==> config.mk <==
export PLATFORM = sky130hd
export DESIGN_NAME = tacc_control
export DESIGN_NICKNAME = d
export VERILOG_FILES = /design/src/core/tacc_control.v /design/src/core/tacc_delay_timer.v
export VERILOG_INCLUDE_DIRS = /design/src /design/src/pkg
export SDC_FILE = /design/constraint.sdc
export NUM_CORES = 1
export LEC_CHECK = 0
export BUFFER_PORTS_ARGS = -buffer_cell sky130_fd_sc_hd__buf_4
export CAP_MARGIN = 20
export CORE_ASPECT_RATIO = 0.8
export CORE_MARGIN = 2
export CORE_UTILIZATION = 55
export CTS_CLUSTER_DIAMETER = 40
export DETAILED_ROUTE_END_ITERATION = 7
export GPL_ROUTABILITY_DRIVEN = 0
export MAX_ROUTING_LAYER = met4
export PLACE_DENSITY = 0.76
export SETUP_SLACK_MARGIN = 0.3
export SYNTH_ARGS = -nofsm -noshare
export SYNTH_HDL_FRONTEND = slang
export SYNTH_SLANG_ARGS = --single-unit
==> constraint.sdc <==
create_clock -name clk -period 5.7 [get_ports clk]
set_clock_uncertainty 0.1 [all_clocks]
set_input_delay 0.855 -clock clk [delete_from_list [all_inputs] [get_ports clk]]
set_output_delay 0.855 -clock clk [all_outputs]
set_load 0.01 [all_outputs]
==> src/pkg/tacc_regs.vh <==
/*
 * Register offsets, field positions, reset values and timing counts for
 * the touch converter control block.
 * Assumes a 100 MHz core clock and 16-bit registers at word offsets.
 */
`ifndef TACC_REGS_VH
`define TACC_REGS_VH

`define TACC_OFF_CTRL1          4'h1
`define TACC_OFF_POWER          4'h2
`define TACC_OFF_INTSEQ         4'h3

`define TACC_CTRL1_RESET        16'h0000
`define TACC_POWER_RESET        16'h4040
`define TACC_INTSEQ_RESET       16'h0000

`define TACC_BIT_PEN_DISABLE    15
`define TACC_CHAN_HI            14
`define TACC_CHAN_LO            12
`define TACC_MODE_HI            11
`define TACC_MODE_LO            10
`define TACC_PM_HI              15
`define TACC_PM_LO              14
`define TACC_BIT_METHOD         9
`define TACC_FCD_HI             3
`define TACC_FCD_LO             0

`define TACC_BIT_TEMP_MASK      15
`define TACC_BIT_AUX_MASK       14
`define TACC_BIT_INT_MODE       13
`define TACC_BIT_GPIO_ALERT     12
`define TACC_BIT_AUX_LOW        11
`define TACC_BIT_AUX_HIGH       10
`define TACC_BIT_TEMP_LOW       9
`define TACC_BIT_TEMP_HIGH      8

`define TACC_CH_XPOS            3'h7
`define TACC_CH_YPOS            3'h6
`define TACC_CH_Z1              3'h5
`define TACC_CH_Z2              3'h4
`define TACC_CH_AUX             3'h3
`define TACC_CH_BAT             3'h2
`define TACC_CH_TEMP            3'h1
`define TACC_CH_NONE            3'h0

`define TACC_MODE_IDLE          2'h0
`define TACC_MODE_MASTER        2'h3

`define TACC_PM_OFF             2'h0
`define TACC_PM_ON              2'h2

`define TACC_CLK_MHZ            100
`define TACC_FCD_STEP_US        128
`define TACC_FCD_STEP_CYC       (`TACC_FCD_STEP_US * `TACC_CLK_MHZ)

`endif

==> src/core/tacc_control.v <==
/*
 * Touch converter control: register file, channel decode, panel switch and
 * reference routing, power control, conversion sequencing and the shared
 * interrupt pin.
 * Assumes a register write port already decoded from the serial interface
 * and a converter that answers each start with a done pulse.
 */
`timescale 1ns/10ps
`include "tacc_regs.vh"

module tacc_control #(
	parameter STEP_CYC = `TACC_FCD_STEP_CYC
) (
	input  wire        clk,
	input  wire        reset_n,
	input  wire        reg_write,
	input  wire        reg_read,
	input  wire [3:0]  reg_addr,
	input  wire [15:0] reg_wdata,
	output reg  [15:0] reg_rdata,
	input  wire        panel_touched,
	input  wire        aux_low_event,
	input  wire        aux_high_event,
	input  wire        temp_low_event,
	input  wire        temp_high_event,
	input  wire        gpio_alert_event,
	input  wire        adc_done,
	output reg         adc_start,
	output reg  [2:0]  channel_select,
	output reg         x_pos_drive,
	output reg         x_neg_drive,
	output reg         y_pos_drive,
	output reg         y_neg_drive,
	output reg  [1:0]  ref_pos_sel,
	output reg  [1:0]  ref_neg_sel,
	output reg         adc_power,
	output reg         osc_power,
	output reg         bias_power,
	output reg         temp_power,
	output reg         pen_down_request_n,
	output reg         conv_busy
);
	localparam ST_IDLE   = 3'd0;
	localparam ST_WAIT   = 3'd1;
	localparam ST_PICK   = 3'd2;
	localparam ST_SETTLE = 3'd3;
	localparam ST_CONV   = 3'd4;
	localparam ST_TAIL   = 3'd5;

	reg [15:0] ctrl1;
	reg [15:0] analog_power_config;
	reg [15:0] interrupt_sequence_config;
	reg [2:0]  state;
	reg [7:0]  pending;
	reg        first_done;
	reg        alarm_any;
	reg        dly_start;
	wire [2:0] next_chan;
	wire       dly_busy;
	wire       dly_done;

	wire [1:0] power_mode_bits          = analog_power_config[`TACC_PM_HI:`TACC_PM_LO];
	wire       conversion_method_select = analog_power_config[`TACC_BIT_METHOD];
	wire [3:0] first_conv_delay         = analog_power_config[`TACC_FCD_HI:`TACC_FCD_LO];
	wire [1:0] conv_mode                = ctrl1[`TACC_MODE_HI:`TACC_MODE_LO];
	wire       pen_disable              = ctrl1[`TACC_BIT_PEN_DISABLE];

	// Coordinate channels need the panel settling delay.
	function is_coord;
		input [2:0] ch;
		begin
			is_coord = (ch == `TACC_CH_XPOS) || (ch == `TACC_CH_YPOS);
		end
	endfunction

	// Highest pending sequence bit picks the next channel; bit 0 is unused.
	function [2:0] first_pending;
		input [7:0] p;
		integer i;
		begin
			first_pending = `TACC_CH_NONE;
			for (i = 1; i < 8; i = i + 1) begin
				if (p[i])
					first_pending = i[2:0];
			end
		end
	endfunction

	// Channel that the sequencer takes next from the pending bits.
	assign next_chan = first_pending(pending);

	tacc_delay_timer #(
		.STEP_CYC (STEP_CYC)
	) u_delay (
		.clk     (clk),
		.reset_n (reset_n),
		.start   (dly_start),
		.code    (first_conv_delay),
		.busy    (dly_busy),
		.done    (dly_done)
	);

	// Register writes, and sticky limit status bits where hardware set wins.
	always @(posedge clk) begin
		if (!reset_n) begin
			ctrl1                     <= `TACC_CTRL1_RESET;
			analog_power_config       <= `TACC_POWER_RESET;
			interrupt_sequence_config <= `TACC_INTSEQ_RESET;
		end else begin
			if (reg_write && reg_addr == `TACC_OFF_CTRL1)
				ctrl1 <= reg_wdata;
			else if (state == ST_TAIL && dly_done && ctrl1[7:0] == 8'h00 &&
				conv_mode != `TACC_MODE_MASTER)
				ctrl1[`TACC_MODE_HI:`TACC_MODE_LO] <= `TACC_MODE_IDLE;
			if (reg_write && reg_addr == `TACC_OFF_POWER)
				analog_power_config <= reg_wdata;
			if (reg_write && reg_addr == `TACC_OFF_INTSEQ)
				interrupt_sequence_config <= reg_wdata;
			if (gpio_alert_event)
				interrupt_sequence_config[`TACC_BIT_GPIO_ALERT] <= 1'b1;
			if (aux_low_event)
				interrupt_sequence_config[`TACC_BIT_AUX_LOW] <= 1'b1;
			if (aux_high_event)
				interrupt_sequence_config[`TACC_BIT_AUX_HIGH] <= 1'b1;
			if (temp_low_event)
				interrupt_sequence_config[`TACC_BIT_TEMP_LOW] <= 1'b1;
			if (temp_high_event)
				interrupt_sequence_config[`TACC_BIT_TEMP_HIGH] <= 1'b1;
		end
	end

	// Read mux; unmapped offsets read zero.
	always @(posedge clk) begin
		if (!reset_n) begin
			reg_rdata <= 16'h0000;
		end else if (reg_read) begin
			case (reg_addr)
				`TACC_OFF_CTRL1:  reg_rdata <= ctrl1;
				`TACC_OFF_POWER:  reg_rdata <= analog_power_config;
				`TACC_OFF_INTSEQ: reg_rdata <= interrupt_sequence_config;
				default:          reg_rdata <= 16'h0000;
			endcase
		end
	end

	// Masked limit sources and the unmasked GPIO alert combine into one alarm level.
	always @* begin
		alarm_any = interrupt_sequence_config[`TACC_BIT_GPIO_ALERT] |
			(~interrupt_sequence_config[`TACC_BIT_AUX_MASK] &
			 (interrupt_sequence_config[`TACC_BIT_AUX_LOW] |
			  interrupt_sequence_config[`TACC_BIT_AUX_HIGH])) |
			(~interrupt_sequence_config[`TACC_BIT_TEMP_MASK] &
			 (interrupt_sequence_config[`TACC_BIT_TEMP_LOW] |
			  interrupt_sequence_config[`TACC_BIT_TEMP_HIGH]));
	end

	// Conversion sequencer: touch wait, settle delays, conversions, tail delay.
	always @(posedge clk) begin
		if (!reset_n) begin
			state      <= ST_IDLE;
			pending    <= 8'h00;
			first_done <= 1'b0;
			dly_start  <= 1'b0;
			adc_start  <= 1'b0;
			channel_select <= `TACC_CH_NONE;
		end else begin
			dly_start <= 1'b0;
			adc_start <= 1'b0;
			case (state)
				ST_IDLE: begin
					first_done <= 1'b0;
					if (power_mode_bits == `TACC_PM_OFF) begin
						state <= ST_IDLE;
					end else if (conv_mode == `TACC_MODE_MASTER) begin
						state <= ST_WAIT;
					end else if (conv_mode == 2'h1) begin
						pending <= 8'h01 << ctrl1[`TACC_CHAN_HI:`TACC_CHAN_LO];
						state   <= ST_PICK;
					end else if (conv_mode == 2'h2) begin
						pending <= {interrupt_sequence_config[7:1], 1'b0};
						state   <= ST_PICK;
					end
				end
				ST_WAIT: begin
					if (conv_mode != `TACC_MODE_MASTER ||
						power_mode_bits == `TACC_PM_OFF)
						state <= ST_IDLE;
					else if (panel_touched) begin
						pending <= {interrupt_sequence_config[7:1], 1'b0};
						state   <= ST_PICK;
					end
				end
				ST_PICK: begin
					if (next_chan == `TACC_CH_NONE) begin
						dly_start <= 1'b1;
						state     <= ST_TAIL;
					end else begin
						channel_select <= next_chan;
						pending[next_chan] <= 1'b0;
						if (!first_done || is_coord(next_chan)) begin
							dly_start <= 1'b1;
							state     <= ST_SETTLE;
						end else begin
							adc_start <= 1'b1;
							state     <= ST_CONV;
						end
					end
				end
				ST_SETTLE: begin
					if (dly_done) begin
						adc_start <= 1'b1;
						state     <= ST_CONV;
					end
				end
				ST_CONV: begin
					if (adc_done) begin
						first_done <= 1'b1;
						state      <= ST_PICK;
					end
				end
				ST_TAIL: begin
					if (dly_done)
						state <= ST_IDLE;
				end
				default: state <= ST_IDLE;
			endcase
			if (power_mode_bits == `TACC_PM_OFF) begin
				state     <= ST_IDLE;
				adc_start <= 1'b0;
			end
		end
	end

	// Switch and reference routing per channel and method.
	always @(posedge clk) begin
		if (!reset_n) begin
			x_pos_drive <= 1'b0;
			x_neg_drive <= 1'b0;
			y_pos_drive <= 1'b0;
			y_neg_drive <= 1'b0;
			ref_pos_sel <= 2'h0;
			ref_neg_sel <= 2'h0;
		end else begin
			x_pos_drive <= 1'b0;
			x_neg_drive <= 1'b0;
			y_pos_drive <= 1'b0;
			y_neg_drive <= 1'b0;
			ref_pos_sel <= 2'h0; // Supply rail.
			ref_neg_sel <= 2'h0; // Ground.
			if (state == ST_PICK || state == ST_SETTLE || state == ST_CONV) begin
				case ((state == ST_PICK) ? next_chan : channel_select)
					`TACC_CH_XPOS: begin
						y_pos_drive <= 1'b1;
						y_neg_drive <= 1'b1;
						if (!conversion_method_select) begin
							ref_pos_sel <= 2'h2; // Y+ node.
							ref_neg_sel <= 2'h2; // Y- node.
						end
					end
					`TACC_CH_YPOS: begin
						x_pos_drive <= 1'b1;
						x_neg_drive <= 1'b1;
						if (!conversion_method_select) begin
							ref_pos_sel <= 2'h1; // X+ node.
							ref_neg_sel <= 2'h1; // X- node.
						end
					end
					`TACC_CH_Z1, `TACC_CH_Z2: begin
						if (!conversion_method_select) begin
							x_neg_drive <= 1'b1;
							y_pos_drive <= 1'b1;
							ref_pos_sel <= 2'h2; // Y+ node.
							ref_neg_sel <= 2'h1; // X- node.
						end
					end
					default: ref_pos_sel <= 2'h0;
				endcase
			end
		end
	end

	// Power control; shutdown overrides every conversion mode.
	always @(posedge clk) begin
		if (!reset_n) begin
			adc_power  <= 1'b0;
			osc_power  <= 1'b0;
			bias_power <= 1'b0;
			temp_power <= 1'b0;
		end else if (power_mode_bits == `TACC_PM_OFF) begin
			adc_power  <= 1'b0;
			osc_power  <= 1'b0;
			bias_power <= 1'b0;
			temp_power <= 1'b0;
		end else if (power_mode_bits == `TACC_PM_ON) begin
			adc_power  <= 1'b1;
			osc_power  <= 1'b1;
			bias_power <= 1'b1;
			temp_power <= (state != ST_IDLE && state != ST_WAIT);
		end else if (conv_mode == `TACC_MODE_MASTER) begin
			adc_power  <= (state != ST_IDLE && state != ST_WAIT);
			osc_power  <= (state != ST_IDLE && state != ST_WAIT);
			bias_power <= (state != ST_IDLE && state != ST_WAIT);
			temp_power <= (state != ST_IDLE && state != ST_WAIT);
		end else begin
			adc_power  <= (state != ST_IDLE);
			osc_power  <= 1'b1;
			bias_power <= 1'b1;
			temp_power <= (state != ST_IDLE);
		end
	end

	// Shared pin: pen down when enabled, else limit alarm; low is active.
	always @(posedge clk) begin
		if (!reset_n) begin
			pen_down_request_n <= 1'b1;
			conv_busy          <= 1'b0;
		end else begin
			conv_busy <= (state != ST_IDLE && state != ST_WAIT);
			if (!pen_disable)
				pen_down_request_n <= ~panel_touched;
			else
				pen_down_request_n <= ~alarm_any;
		end
	end
endmodule

==> src/core/tacc_delay_timer.v <==
/*
 * First conversion delay timer: counts the programmed delay once started.
 * Assumes the delay code is stable while the timer runs.
 */
`timescale 1ns/10ps
`include "tacc_regs.vh"

module tacc_delay_timer #(
	parameter STEP_CYC = `TACC_FCD_STEP_CYC
) (
	input  wire        clk,
	input  wire        reset_n,
	input  wire        start,
	input  wire [3:0]  code,
	output reg         busy,
	output reg         done
);
	reg  [19:0] count;
	wire [31:0] load_count;

	// Number of 128 us steps for each code.
	function [5:0] steps;
		input [3:0] c;
		begin
			case (c)
				4'hA:    steps = 6'd12;
				4'hB:    steps = 6'd14;
				4'hC:    steps = 6'd16;
				4'hD:    steps = 6'd20;
				4'hE:    steps = 6'd28;
				4'hF:    steps = 6'd32;
				default: steps = {2'b00, c} + 6'd1;
			endcase
		end
	endfunction

	// Full delay in cycles, less one because the zero count takes a cycle too.
	assign load_count = steps(code) * STEP_CYC - 1;

	// Load the count on start and flag completion for one cycle.
	always @(posedge clk) begin
		if (!reset_n) begin
			count <= 20'h00000;
			busy  <= 1'b0;
			done  <= 1'b0;
		end else begin
			done <= 1'b0;
			if (start) begin
				count <= load_count[19:0];
				busy  <= 1'b1;
			end else if (busy) begin
				if (count == 20'h00000) begin
					busy <= 1'b0;
					done <= 1'b1;
				end else begin
					count <= count - 20'h00001;
				end
			end
		end
	end
endmodule

==> metrics.txt <==
largest net degree at the start of global routing 53; crit path launch analog_power_config[0]$_SDFFE_PN0P_; layout cell share with drive strength beyond 1 13.97%; Main synth FF type dfxtp_1; post-cts resize count 0; crit path DAT around 4700 ps; Skew-Pair Late Insertion Delay 420 ps; ant diodes 0; ANT nets after route 0; Synth Area in Compound Gates 20.84%; WS Path Type reg -> reg; RSZ-0062 raised after global routing false; total wire length 15570 um; most frequent cells after synthesis nand2_1 (146), dfxtp_1 (115), a21oi_1 (105); Required @ worst endpoint 5850 ps; # rows 33; met1 Use GR 36.80%; Seq/Total Area, Yosys 39.25%; Overall Global Routing Usage 28.89%; switching fraction of total power 26.85%; DRT iter0 DRCs roughly 720; post-synthesis simple-gate area fraction roughly a quarter; Starting Density 56.82%; MaxCap Viol Count 0; HP Start analog_power_config[10]$_SDFFE_PN0P_; final max-slew violation count 0; Die X 119.5 um; Final Cycle Share 80.07%; r2r setup slk 1140 ps; Vias 5579; Final setup viols 0; Internal 1.697 mW; Flop pwr share 38.6%; max frequency 219.1 MHz; leading area contributor after synthesis dfxtp_1; TritonCTS Buffers 17; clk buf depth 2; met3 GRT Util between 6 and 7%; Min-Delay Path Class reg -> reg; Yosys cell types 64; Root Driver clkbuf_16; GRT overflow 0; Post-CTS Setup Inserts 0; DP Wirelength 10400 um; critical path endpoint category flip-flop; minimum clock period 4564 ps; crit-path max FO 7; Area contributors post-synth dfxtp_1 (39%), nand2_1 (9.3%), a21oi_1 (9.0%), ha_1 (6.8%), nor2_1 (5.3%); EDFF count, synth 0; Core ar. 10320 um2; Final Core Density 67.93%; met2 Track Usage GR between 40% and 50%; Logic pwr share 13.6%; GRT busiest layer met2; Startpoint Class flip-flop; Worst-path clk slew 60 ps; Post-CTS Hold Buffers 0; total die area 11510 um2; status complete, no violations; most common cell in the synthesized netlist nand2_1; clock power share 47.7%; Worst Tran Pin Value around 1100 ps; area fraction of the dominant cell type after synthesis 39.25%; drt drc 0; vias per inst 5.836; main combinational cell family by area after synthesis simple AND/OR/NAND/NOR gates; vias in the first global route 5251; Area Growth Syn to Fin 19.54%; Post-Syn Area per Cell 7.769 um2; DIE HEIGHT 96.37 um; initial antenna violation count 0; fillcell total 852; Synth Area in XOR/XNOR about 3.9%; routed len/inst 16.29 um; clock sinks between 100 and 150; Ports 65; Syn Nets 819; VDD IR max 229.9 uV; H-tree depth reported by CTS 4; Cell Pwr Density 330.8 nW/um2; Final Hold Violating Endpoints 0; synthesized area 5866 um2; Syn Inst Count 755; Pre-Repair DR Iteration Count 5; setup TNS 0 ps; Nets 867; Synth Area in Adders under 10%; net switching power 622.7 uW; Rel. slew slack 27.99%; r2r startpoint analog_power_config[0]$_SDFFE_PN0P_; asr flop ratio synth 0%; multiplexer area fraction after synthesis less than 1%; Leakage 2.846 nW; synth warn 0; Yosys reg bits 115; # port buffers between 60 and 70; first-pass GRT wire length 25450 um; CTS tree yes
[power groups by stage]
stage / registers [mW] / clock network, mW / logic [mW]
floorplan: 0.886 / 0 / 0.247
CTS: 0.893 / 1.11 / 0.311
global placement: 0.907 / 0 / 0.300
global route: 0.900 / 1.15 / 0.348
detailed placement: 0.910 / 0 / 0.308
finish: 0.896 / 1.11 / 0.316
[worst paths after layout]
kind | endpoint | cells past startpoint
setup / recovery | u_delay.count[19]$_SDFFE_PN0P_ | 16
setup reg to reg | u_delay.count[19]$_SDFFE_PN0P_ | 16
hold reg to reg | analog_power_config[10]$_SDFFE_PN0P_ | 2
hold / removal | analog_power_config[10]$_SDFFE_PN0P_ | 2
[logic make-up after synthesis]
group	count (synthesis)
xor gates and xnor gates	26
DFF	115
muxes	5
and+or+nand+nor	310
buffers and inverters	66
AOI/OAI and AO/OA	200
adders and majority gates	33
[cell usage in the layout (no fill, tap or decap), types with 4 or more instances in the layout]
master      instances
nand2_1           146
dfxtp_1           115
a21oi_1           105
nor2_1             83
buf_4              68
ha_1               32
inv_1              26
a22oi_1            19
nor3_1             18
xor2_1             17
clkbuf_16          17
o21ai_0            16
nand3_1            11
nand2b_1           10
xnor2_1             9
nor2b_1             8
a31oi_1             8
nor4_1              8
o31ai_1             6
o211ai_1            6
o22ai_1             5
o21a_1              4
or4_1               4
mux2i_1             4
a211oi_1            4
and2_1              4
clkinvlp_4          4
[routing by layer]
| layer | vias to the layer above | wire length (um) |
|---|---|---|
| met5 | - | 0 |
| met4 | 0 | 206 |
| met3 | 21 | 1306 |
| met2 | 288 | 7209 |
| met1 | 2553 | 6849 |
| li1 | 2717 | - |
[critical path: stages (launching register included)]
cell and delay [ps]:
dfxtp_1 440, inv_1 150, ha_1 270, a21o_1 180
a221oi_2 410, inv_1 120, ha_1 310, ha_1 330
ha_1 310, ha_1 350, a21oi_1 200, nand2_1 90
xor2_1 170, or4b_1 530, nor3_1 210, xnor2_1 150
a21oi_1 80
[per-stage QoR]
step / instances / setup slack [ps] / area, um2 / power [mW] / hold slack [ps]
after detailed placement: 924 / 1189 / 6390 / 1.217 / 348.7
after global placement: 924 / 1430 / 6390 / 1.207 / 341.7
after CTS: 956 / 1159 / 7012 / 2.315 / 356.3
after floorplan: 755 / 1628 / 5866 / 1.133 / 333.8
final: 956 / 1136 / 7012 / 2.319 / 355.8
after global routing: 956 / 851.0 / 7012 / 2.397 / 371.8
[final cells by class]
type                            instances  area [um2]  share of cell area (%)
Timing Repair Buffer                   68       510.5                   7.281
Tap cell                              140       175.2                   2.498
Sequential cell                       115        2302                   32.83
Clock buffer                           21       470.5                   6.709
Clock inverter                         11       151.4                   2.159
Inverter                               27       101.3                   1.445
Multi-Input combinational cell        574        3301                   47.07
[state kept, by name, summed over array words and instances (netlist names), 2 cells and up]
signal                     count
u_delay.count                 20
interrupt_sequence_config     16
analog_power_config           16
ref_pos_sel                    2
state                          3
ref_neg_sel                    2
pending                        7
reg_rdata                     16
ctrl1                         16
channel_select                 3
Note: power is estimated with default switching activity, not from simulation.
